**src/pkg/flash_prog_cfg.svh**
```systemverilog
`ifndef FLASH_PROG_CFG_SVH
`define FLASH_PROG_CFG_SVH
// register addresses
`define ADDR_SECTOR_BASE_HIGH 8'hF6
`define ADDR_SECTOR_BASE_LOW 8'hF7
`define ADDR_USER_PROGRAM_UNLOCK 8'hF8
`define ADDR_FLASH_MODE_CONTROL 8'hF9
// field positions
`define MODE_MSB 7
`define MODE_LSB 4
`define ERASE_FAIL_BIT 3
`define START_BIT 0
`define SECTOR_LOW_BIT 7
// values
`define UNLOCK_CODE 8'hA5
`define RESET_BYTE 8'h00
// timing: least erase and lock times in ns, clock period in ns
`define CLK_PERIOD_NS 100
`define ERASE_TIME_NS 4000
`define LOCK_TIME_NS 1000
`endif

```
**src/pkg/flash_prog_pkg.sv**
```systemverilog
package flash_prog_pkg;
  typedef enum logic [3:0] {
    mode_program = 4'h5,
    mode_erase = 4'hA,
    mode_lock = 4'h6
  } flash_mode_t;

  typedef enum logic [1:0] {
    st_idle = 2'b00,
    st_erase = 2'b01,
    st_lock = 2'b10,
    st_done = 2'b11
  } seq_state_t;
endpackage

```
**src/hw/op_timer.sv**
```systemverilog
`timescale 1ns/1ps
// counts down a loaded cycle count and pulses done in the cycle after the last one
module op_timer #(
  parameter int WIDTH = 16
) (
  input wire logic clk,
  input wire logic reset_n,
  input wire logic load,
  input wire logic [WIDTH-1:0] count,
  input wire logic abort,
  output logic busy,
  output logic done
);
  logic [WIDTH-1:0] remain_q;

  always_ff @(posedge clk or negedge reset_n) begin
    if (!reset_n) begin
      remain_q <= '0;
      busy <= 1'b0;
      done <= 1'b0;
    end else begin
      done <= 1'b0;
      if (abort) begin
        busy <= 1'b0;
        remain_q <= '0;
      end else if (load) begin
        busy <= 1'b1;
        remain_q <= count;
      end else if (busy) begin
        if (remain_q <= WIDTH'(1)) begin
          busy <= 1'b0;
          done <= 1'b1;
        end
        remain_q <= remain_q - WIDTH'(1);
      end
    end
  end
endmodule

```
**src/hw/flash_user_program_control.sv**
```systemverilog
`timescale 1ns/1ps
`include "flash_prog_cfg.svh"
module flash_user_program_control #(
  parameter int CNT_WIDTH = 16,
  parameter int ERASE_CYCLES = (`ERASE_TIME_NS + `CLK_PERIOD_NS - 1) / `CLK_PERIOD_NS,
  parameter int LOCK_CYCLES = (`LOCK_TIME_NS + `CLK_PERIOD_NS - 1) / `CLK_PERIOD_NS
) (
  input wire logic clk,
  input wire logic reset_n,
  input wire logic [7:0] reg_addr,
  input wire logic reg_wr,
  input wire logic [7:0] reg_wdata,
  input wire logic reg_rd,
  input wire logic irq_enabled_pending,
  input wire logic erase_verify_fail,
  input wire logic code_load_instruction,
  input wire logic code_load_write,
  output logic [7:0] reg_rdata,
  output logic user_mode_en,
  output logic [15:0] sector_addr,
  output logic erase_pulse,
  output logic lock_pulse,
  output logic program_en,
  output logic busy,
  output logic irq_service
);
  logic [7:0] unlock_q;
  logic [3:0] mode_q;
  logic start_q;
  logic fail_q;
  logic [7:0] sec_hi_q;
  logic sec_lo_q;
  flash_prog_pkg::seq_state_t state_q;
  logic timer_load;
  logic [CNT_WIDTH-1:0] timer_count;
  logic timer_abort;
  logic timer_busy;
  logic timer_done;
  logic unlocked;
  logic wr_ctl;
  logic go_erase;
  logic go_lock;

  ////////////////////////////////////////////////////////////////////
  // register writes
  assign unlocked = (unlock_q == `UNLOCK_CODE);
  assign wr_ctl = reg_wr && reg_addr == `ADDR_FLASH_MODE_CONTROL && unlocked;
  assign go_erase = wr_ctl && reg_wdata[`START_BIT] && state_q == flash_prog_pkg::st_idle
    && reg_wdata[`MODE_MSB:`MODE_LSB] == flash_prog_pkg::mode_erase;
  assign go_lock = wr_ctl && reg_wdata[`START_BIT] && state_q == flash_prog_pkg::st_idle
    && reg_wdata[`MODE_MSB:`MODE_LSB] == flash_prog_pkg::mode_lock;

  always_ff @(posedge clk or negedge reset_n) begin
    if (!reset_n) begin
      unlock_q <= `RESET_BYTE;
    end else if (reg_wr && reg_addr == `ADDR_USER_PROGRAM_UNLOCK) begin
      unlock_q <= reg_wdata;
    end
  end

  always_ff @(posedge clk or negedge reset_n) begin
    if (!reset_n) begin
      sec_hi_q <= `RESET_BYTE;
      sec_lo_q <= 1'b0;
    end else if (reg_wr && reg_addr == `ADDR_SECTOR_BASE_HIGH) begin
      sec_hi_q <= reg_wdata;
    end else if (reg_wr && reg_addr == `ADDR_SECTOR_BASE_LOW) begin
      sec_lo_q <= reg_wdata[`SECTOR_LOW_BIT]; // low seven bits are dropped
    end
  end

  // mode stays put while busy so the running operation is not retargeted
  always_ff @(posedge clk or negedge reset_n) begin
    if (!reset_n) begin
      mode_q <= 4'h0;
    end else if (wr_ctl && state_q == flash_prog_pkg::st_idle) begin
      mode_q <= reg_wdata[`MODE_MSB:`MODE_LSB];
    end
  end

  ////////////////////////////////////////////////////////////////////
  // sequencer
  always_ff @(posedge clk or negedge reset_n) begin
    if (!reset_n) begin
      state_q <= flash_prog_pkg::st_idle;
    end else begin
      unique case (state_q)
        flash_prog_pkg::st_idle: begin
          if (go_erase) begin
            state_q <= flash_prog_pkg::st_erase;
          end else if (go_lock) begin
            state_q <= flash_prog_pkg::st_lock;
          end
        end
        flash_prog_pkg::st_erase: begin
          if (irq_enabled_pending || timer_done) begin
            state_q <= flash_prog_pkg::st_done;
          end
        end
        flash_prog_pkg::st_lock: begin
          if (timer_done) begin
            state_q <= flash_prog_pkg::st_done;
          end
        end
        flash_prog_pkg::st_done: begin
          state_q <= flash_prog_pkg::st_idle;
        end
      endcase
    end
  end

  // a start with a reserved or program mode never leaves idle
  always_ff @(posedge clk or negedge reset_n) begin
    if (!reset_n) begin
      start_q <= 1'b0;
    end else if (go_erase || go_lock) begin
      start_q <= 1'b1;
    end else if (state_q == flash_prog_pkg::st_done) begin
      start_q <= 1'b0;
    end
  end

  // the enable-and-pending line ignores the cpu mask on purpose
  always_ff @(posedge clk or negedge reset_n) begin
    if (!reset_n) begin
      fail_q <= 1'b0;
    end else if (go_erase) begin
      fail_q <= 1'b0;
    end else if (state_q == flash_prog_pkg::st_erase) begin
      if (irq_enabled_pending) begin
        fail_q <= 1'b1;
      end else if (timer_done) begin
        fail_q <= erase_verify_fail;
      end
    end
  end

  assign timer_load = go_erase || go_lock;
  assign timer_count = go_erase ? CNT_WIDTH'(ERASE_CYCLES) : CNT_WIDTH'(LOCK_CYCLES);
  assign timer_abort = state_q == flash_prog_pkg::st_erase && irq_enabled_pending;

  op_timer #(
    .WIDTH(CNT_WIDTH)
  ) u_timer (
    .clk(clk),
    .reset_n(reset_n),
    .load(timer_load),
    .count(timer_count),
    .abort(timer_abort),
    .busy(timer_busy),
    .done(timer_done)
  );

  ////////////////////////////////////////////////////////////////////
  // outputs
  always_ff @(posedge clk or negedge reset_n) begin
    if (!reset_n) begin
      reg_rdata <= `RESET_BYTE;
    end else if (reg_rd) begin
      unique case (reg_addr)
        `ADDR_FLASH_MODE_CONTROL:
          reg_rdata <= {mode_q, fail_q, 2'b00, start_q};
        `ADDR_USER_PROGRAM_UNLOCK: reg_rdata <= unlock_q;
        `ADDR_SECTOR_BASE_HIGH: reg_rdata <= sec_hi_q;
        `ADDR_SECTOR_BASE_LOW: reg_rdata <= {sec_lo_q, 7'h00};
        default: reg_rdata <= 8'h00;
      endcase
    end
  end

  always_ff @(posedge clk or negedge reset_n) begin
    if (!reset_n) begin
      user_mode_en <= 1'b0;
      sector_addr <= 16'h0000;
      erase_pulse <= 1'b0;
      lock_pulse <= 1'b0;
      program_en <= 1'b0;
      busy <= 1'b0;
      irq_service <= 1'b0;
    end else begin
      user_mode_en <= unlocked;
      sector_addr <= {sec_hi_q, sec_lo_q, 7'h00};
      erase_pulse <= go_erase;
      lock_pulse <= go_lock;
      // byte program depends on mode, unlock, the idle state and both code-load inputs, never on start
      program_en <= unlocked && mode_q == flash_prog_pkg::mode_program
        && state_q == flash_prog_pkg::st_idle && code_load_instruction
        && code_load_write;
      // held through the done step too, so a start issued as soon as busy falls is never refused
      busy <= timer_busy || go_erase || go_lock || state_q == flash_prog_pkg::st_erase
        || state_q == flash_prog_pkg::st_lock;
      irq_service <= state_q == flash_prog_pkg::st_erase && irq_enabled_pending;
    end
  end
endmodule

```
**config.mk**
```make
export PLATFORM = sky130hd
export DESIGN_NAME = flash_user_program_control
export DESIGN_NICKNAME = d
export VERILOG_FILES = /design/src/pkg/flash_prog_pkg.sv /design/src/hw/op_timer.sv /design/src/hw/flash_user_program_control.sv
export VERILOG_INCLUDE_DIRS = /design/src /design/src/pkg
export SDC_FILE = /design/constraint.sdc
export NUM_CORES = 1
export LEC_CHECK = 0
export ABC_CLOCK_PERIOD_IN_PS = 1890
export BUFFER_PORTS_ARGS = -buffer_cell sky130_fd_sc_hd__buf_2
export CORE_MARGIN = 2
export CORE_UTILIZATION = 50
export CTS_CLUSTER_SIZE = 30
export DETAILED_ROUTE_END_ITERATION = 16
export MAX_ROUTING_LAYER = met4
export PLACE_DENSITY_LB_ADDON = 0.05
export SLEW_MARGIN = 20
export SYNTH_ARGS = -nofsm -noshare
export SYNTH_HDL_FRONTEND = slang
export SYNTH_SLANG_ARGS = --single-unit
export TNS_END_PERCENT = 30
```
**constraint.sdc**
```tcl
create_clock -name clk -period 1.89 [get_ports clk]
set_input_delay 0.0945 -clock clk [delete_from_list [all_inputs] [get_ports clk]]
set_output_delay 0.0945 -clock clk [all_outputs]
set_load 0.005 [all_outputs]
```
Word level (Yosys, flattened, before mapping)
Index checks and enable logic that the tools add are counted.

operators by class
  $add $sub $neg = 1
  magnitude comparators = 1
  equal/unequal tests = 14
  multiplexer cells = 24
  bitwise logic cells = 1
  reduce and logical (&&, ||, !) cells = 29

operator list
  kind                     count
  $mux W16                 3
  $eq A8 B8 Y1 const B     5
  $pmux W8 S4              1
  $le A16 B1 Y1 const B    1
  $sub A16 B1 Y16 const B  1
  $logic_and A1 B1 Y1      15
  $mux W1                  14
  $eq A4 B3 Y1 const B     2
  $mux W2                  4
  $pmux W2 S4              1
  $logic_or A1 B1 Y1       6
  $mux W6                  1
  $reduce_bool A3 Y1       2
  $eq A2 B2 Y1 const B     2
  $eq A4 B4 Y1 const B     1
  $reduce_and A2 Y1        2
  $reduce_bool A2 Y1       2
  $ne A3 B3 Y1 const B     1
  $reduce_and A3 Y1        1
  $eq A2 B1 Y1 const B     1
  $logic_not A2 Y1         1
  $ne A2 B1 Y1 const B     1
  $ne A2 B2 Y1 const B     1
  $not A1 Y1               1

storage, ports and cells
  register bits after elaboration = 66
  input bits = 24
  output and inout port bits = 30
  word-level logic and storage cells = 88

Logic depth before layout (Yosys ltp)
  depth in word-level cells = 10
  mapped depth = 8
  depth with buffers taken out = 7

By module
Synthesis repeated with hierarchy kept, for this count alone.

second synthesis, totals
  cell total of the unflattened synthesis = 282
  area, all modules = 3236.9 sq um

by module, submodules not included
  module                      times used  cells each  area each (sq um)  seq. area each (sq um)
  flash_user_program_control  1           165         2157.1             1201.2
  op_timer                    1           117         1079.8             450.4

Least setup slack after synthesis
OpenSTA, ideal clock, no wires.

  path kind = register -> register
  from = register state_q[0]
  to = register state_q[1]
  setup time = 122 ps
  arrival = 1674 ps
  required time = 1768 ps
  path slack = 95 ps
  cell stages (with the launch flop) = 8
  path buffers = 0
  clock period less this slack = 1795 ps
  path through = dfrtp_1 > inv_1 > ha_1 > nand4b_1 > nor3_1 > nand4_1 > a21o_1 > a32o_1

on the way
  longest elaborated chain between the ends = 5

ends and longest elaborated chain
  what                                                     line                                                                                                  source
  from (decl)                                              flash_user_program_control.sv:33                                                                      flash_prog_pkg::seq_state_t state_q;
  from (signal assigned)                                   flash_user_program_control.sv:85                                                                      state_q <= flash_prog_pkg::st_idle;
  from (signal assigned)                                   flash_user_program_control.sv:90                                                                      state_q <= flash_prog_pkg::st_erase;
  from (signal assigned)                                   flash_user_program_control.sv:92                                                                      state_q <= flash_prog_pkg::st_lock;
  $logic_not A2 Y1                                         flash_user_program_control.sv:48, flash_user_program_control.sv:50, flash_user_program_control.sv:87
  $logic_and A1 B1 Y1                                      flash_user_program_control.sv:48, flash_user_program_control.sv:50
  $logic_and A1 B1 Y1, on equally long branches            flash_user_program_control.sv:48, flash_user_program_control.sv:50
  $mux W2 / $ne A3 B3 Y1 (equally long branches)           n/a
  $pmux W2 S4 / $reduce_and A3 Y1 (equally long branches)  n/a

Parallel ways exist; a longest one is shown, timed or not.
A chain may end at the register's enable or synchronous reset.

Worst setup path after layout
Same ends and word-level chain as after synthesis.

==> results.md <==
| Result | Reported | Unit |
|:---|:---|:---|
| Worst-Skew Late Latency | 0.35 | ns |
| Accumulated negative setup slack | 0 | ns |
| Placed cell area | 0.00344 | sq mm |
| Initial antenna violation count | 0 | - |
| Flop pwr share | 46.8 | % |
| Cell taking the most area after synthesis | dfrtp_1 | - |
| I/O pin cnt | 54 | - |
| Number of distinct library cells after synthesis | 50 | - |
| Post-route design area | 0.00370 | sq mm |
| Net Switching | 1120 | uW |
| Mean instance size in the synthesized netlist | 11.6 | sq um |
| Number of max-slew violations in the final report | 0 | - |
| DR iter-0 viols | 137 | - |
| Mux contribution to synthesized area | 9.00 | % |
| GRT Util Overall | 23.2 | % |
| Weighted congestion reported at the end of routability-driven placement | 0.816 | - |
| Clk sinks | 66 | - |
| Detail Placement HPWL | 4.69 | mm |
| Vias after detailed routing | 2242 | - |
| Worst Setup End Kind | flip-flop | - |
| Layout Cells excl Fill | 416 | - |
| Combinational power share | 23.6 | % |
| Clock power frac | 29.6 | % |
| Proportion of register bits with asynchronous set or reset after synthesis | 100 | % |
| Pwr Density | 963 | mW/mm^2 |
| Routed WL | 6.81 | mm |
| Die Area | 0.00679 | sq mm |
| WHS Endpoint | unlock_q[3] | - |
| Remaining global-route overflow | 0 | - |
| Area of the mapped netlist | 0.00307 | sq mm |
| Switching fraction of total power | 31.3 | % |
| Register-to-register path setup slack | 0.12 | ns |
| CTS H-tree lvls | 3 | - |
| Avg WL per Cell | 16.4 | um |
| Max Clk Rate | 565 | MHz |
| Setup repair after global routing missed its margin | false | - |
| Setup clock skew after layout | 0.0101 | ns |
| Number of cells traversed by the worst hold path | 2 | - |
| Arrival time of the worst setup path | 2.00 | ns |
| Combinational family with the most area after synthesis | simple AND/OR/NAND/NOR gates | - |
| Router iterations before antenna repair | 4 | - |
| Max clock buf depth | 2 | - |
| Worst flop-to-flop path startpoint | state_q[0] | - |
| Pin count of the biggest net entering global routing | 67 | - |
| Count of maximum capacitance violations | 0 | - |
| Outcome | finished, final reports clean | - |
| Worst Setup Start Kind | flip-flop | - |
| Final critical delay including setup and external delays | 1.77 | ns |
| Post-Place Cells | 391 | - |
| Growth of design area from synthesis to finish | 20.6 | % |
| Die span in y | 82.4 | um |
| Synth Area in Simple Gates | 16.4 | % |
| Share of final-layout standard cells stronger than drive strength 1 | 33.4 | % |
| Internal power | 2450 | uW |
| Worst-case reg-to-reg path depth | 7 | - |
| Count of state elements after synthesis | 66 | - |
| Post-layout worst setup margin | 0.121 | ns |
| Top post-synthesis cells by area | dfrtp_1 (54%), mux2_2 (4.8%), mux2_4 (3.9%) | - |
| Worst flop-to-flop path endpoint | state_q[1] | - |
| Critical path peak fanout | 6 | - |
| Core Footprint | 0.00592 | sq mm |
| Register area share after synthesis | 53.8 | % |
| Post-synthesis share of cell area spent on full adders, half adders and majority gates | 2.85 | % |
| Root cell of the clock tree | clkbuf_8 | - |
| CTS buffer count | 9 | - |
| Number of nets with antenna violations after routing | 0 | - |
| Fraction of the mapped netlist area in compound gates | 7.62 | % |
| Worst setup timing slack at the placement stage | 0.0479 | ns |
| Synth warnings | 0 | - |
| Setup violation total in the final timing report | 0 | - |
| Via count of the first global-routing pass | 2237 | - |
| Hold Violations, Final | 0 | - |
| Fin crit share | 93.6 | % |
| Predominant post-synthesis flop cell | dfrtp_1 | - |
| Tightest Hold Check Type | input pin to flip-flop | - |
| Data required time at the worst endpoint | 2.12 | ns |
| Clock tree from TritonCTS | yes | - |
| Count of antenna diodes in the layout | 0 | - |
| Peak supply drop | 0.485 | mV |
| Proportion of netlist area held by the largest area contributor | 53.8 | % |
| Wire length of the first global-routing pass | 11.2 | mm |
| Clock transition at path regs | 0.07 | ns |
| Number of synthesized flops with an enable pin | 0 | - |
| Rows | 28 | - |
| Routed via count divided by cell count | 5.39 | - |
| Initial Util | 51.9 | % |
| Post-Synthesis Cells | 264 | - |
| Final total power | 3570 | uW |
| XOR/XNOR share of the synthesized area | 4.56 | % |
| Total DRC errors in the routed layout | 0 | - |
| Net count, final | 367 | - |
| Number of port buffers | 46 | - |
| Category of the most critical setup path | flip-flop to flip-flop | - |
| Horizontal extent of the die | 82.4 | um |
| Leakage Power | 0.00174 | uW |
| Hold Startpoint | reg_wdata[3] | - |
==> worst max-delay path, cell delays in order, from the launching register on <==
cell and delay [ns]:
dfrtp_1 0.41, inv_2 0.09, ha_4 0.13, nand4b_1 0.12, nor3_2 0.20, nand4_1 0.27, a21o_1 0.26, a32o_1 0.19
==> cell type report <==
class                           count  area, sq um
Fill cell                         510         2220
Sequential cell                    66         1650
Multi-Input combinational cell    172         1280
Timing Repair Buffer               69          435
Clock buffer                       11          141
Tap cell                           75         93.8
Inverter                           18         67.6
Clock inverter                      5         30.0
==> sequential cells by signal (all words and copies together) (netlist names), 2 cells and up <==
name              cells
sector_addr           9
u_timer.remain_q     16
mode_q                4
unlock_q              8
sec_hi_q              8
reg_rdata             8
state_q               2
==> cell usage after synthesis, types with 2 or more instances <==
cell and n:
dfrtp_1 66, nor2_1 26, inv_1 18, nand2_1 16, mux2_2 13, buf_4 10
nor3_1 9, mux2_4 8, o22ai_1 8, xnor2_1 8, xor2_1 8, ha_1 7
a21oi_1 5, a222oi_1 5, nand3_1 5, nor4_1 5, nand4_1 4, a22oi_1 3
and4_1 3, a31oi_1 2, a32o_1 2, and2_1 2, and3_1 2, nand4bb_1 2
nor4_2 2
==> cells by family after synthesis <==
logic type / count (synthesis)
and+or+nand+nor: 88
muxes: 22
AOI/OAI and AO/OA: 32
other: 1
adders and majority gates: 7
xor gates and xnor gates: 16
buffers and inverters: 32
DFF: 66
==> stage by stage <==
stage                     hold WS, ns  util (%)
after global routing        0.0000400      62.6
final                          0.0211      62.6
after detailed placement        0.145      58.1
after global placement          0.142      58.1
after floorplan                -0.201         -
after CTS                     0.00528      61.5
==> repair_timing <==
action / CTS / global route
hold endpoints to repair: 70 / 0
hold buffers: 3 / 0
endpoints found under the setup margin: 0 / 17
buffers inserted: 0 / 6
gates resized for setup: 0 / 5
==> power groups by stage <==
stage / clock [uW] / combinational (uW) / sequential [uW]
4_1_cts: 1080 / 802 / 1660
6_report: 1060 / 842 / 1670
3_3_place_gp: 0 / 775 / 1690
2_1_floorplan: 0 / 516 / 1670
3_5_place_dp: 0 / 791 / 1690
5_1_grt: 1140 / 947 / 1690
==> worst max path at each step <==
stage | from | endpoint | slack (ns) | cells after the start
after detailed placement | state_q[0] | state_q[1] | 0.05 | 7
after global routing | u_timer.remain_q[5] | u_timer.done | 0.01 | 5
after floorplan | state_q[0] | state_q[1] | 0.09 | 7
after CTS | state_q[0] | state_q[1] | 0.04 | 7
after global placement | state_q[1] | state_q[1] | 0.13 | 7
final | state_q[0] | state_q[1] | 0.12 | 7
==> cell usage in the layout, fill, tap and decap left out, types with 10 or more instances in the layout <==
cell      instances
dfrtp_1          66
buf_2            46
nor2_1           26
buf_4            18
inv_1            16
nand2_1          16
mux2_2           13
clkbuf_8         10
==> metal layers <==
| metal | global-route usage (%) | wire [um] | share of wire (%) |
|---|---|---|---|
| met4 | 9.33 | 137 | 2.0 |
| met3 | 6.52 | 378 | 5.6 |
| met1 | 30.5 | 3150 | 46 |
| met2 | 34.0 | 3140 | 46 |
| met5 | - | 0 | 0 |
No activity file was read; power rests on OpenSTA's default activity.
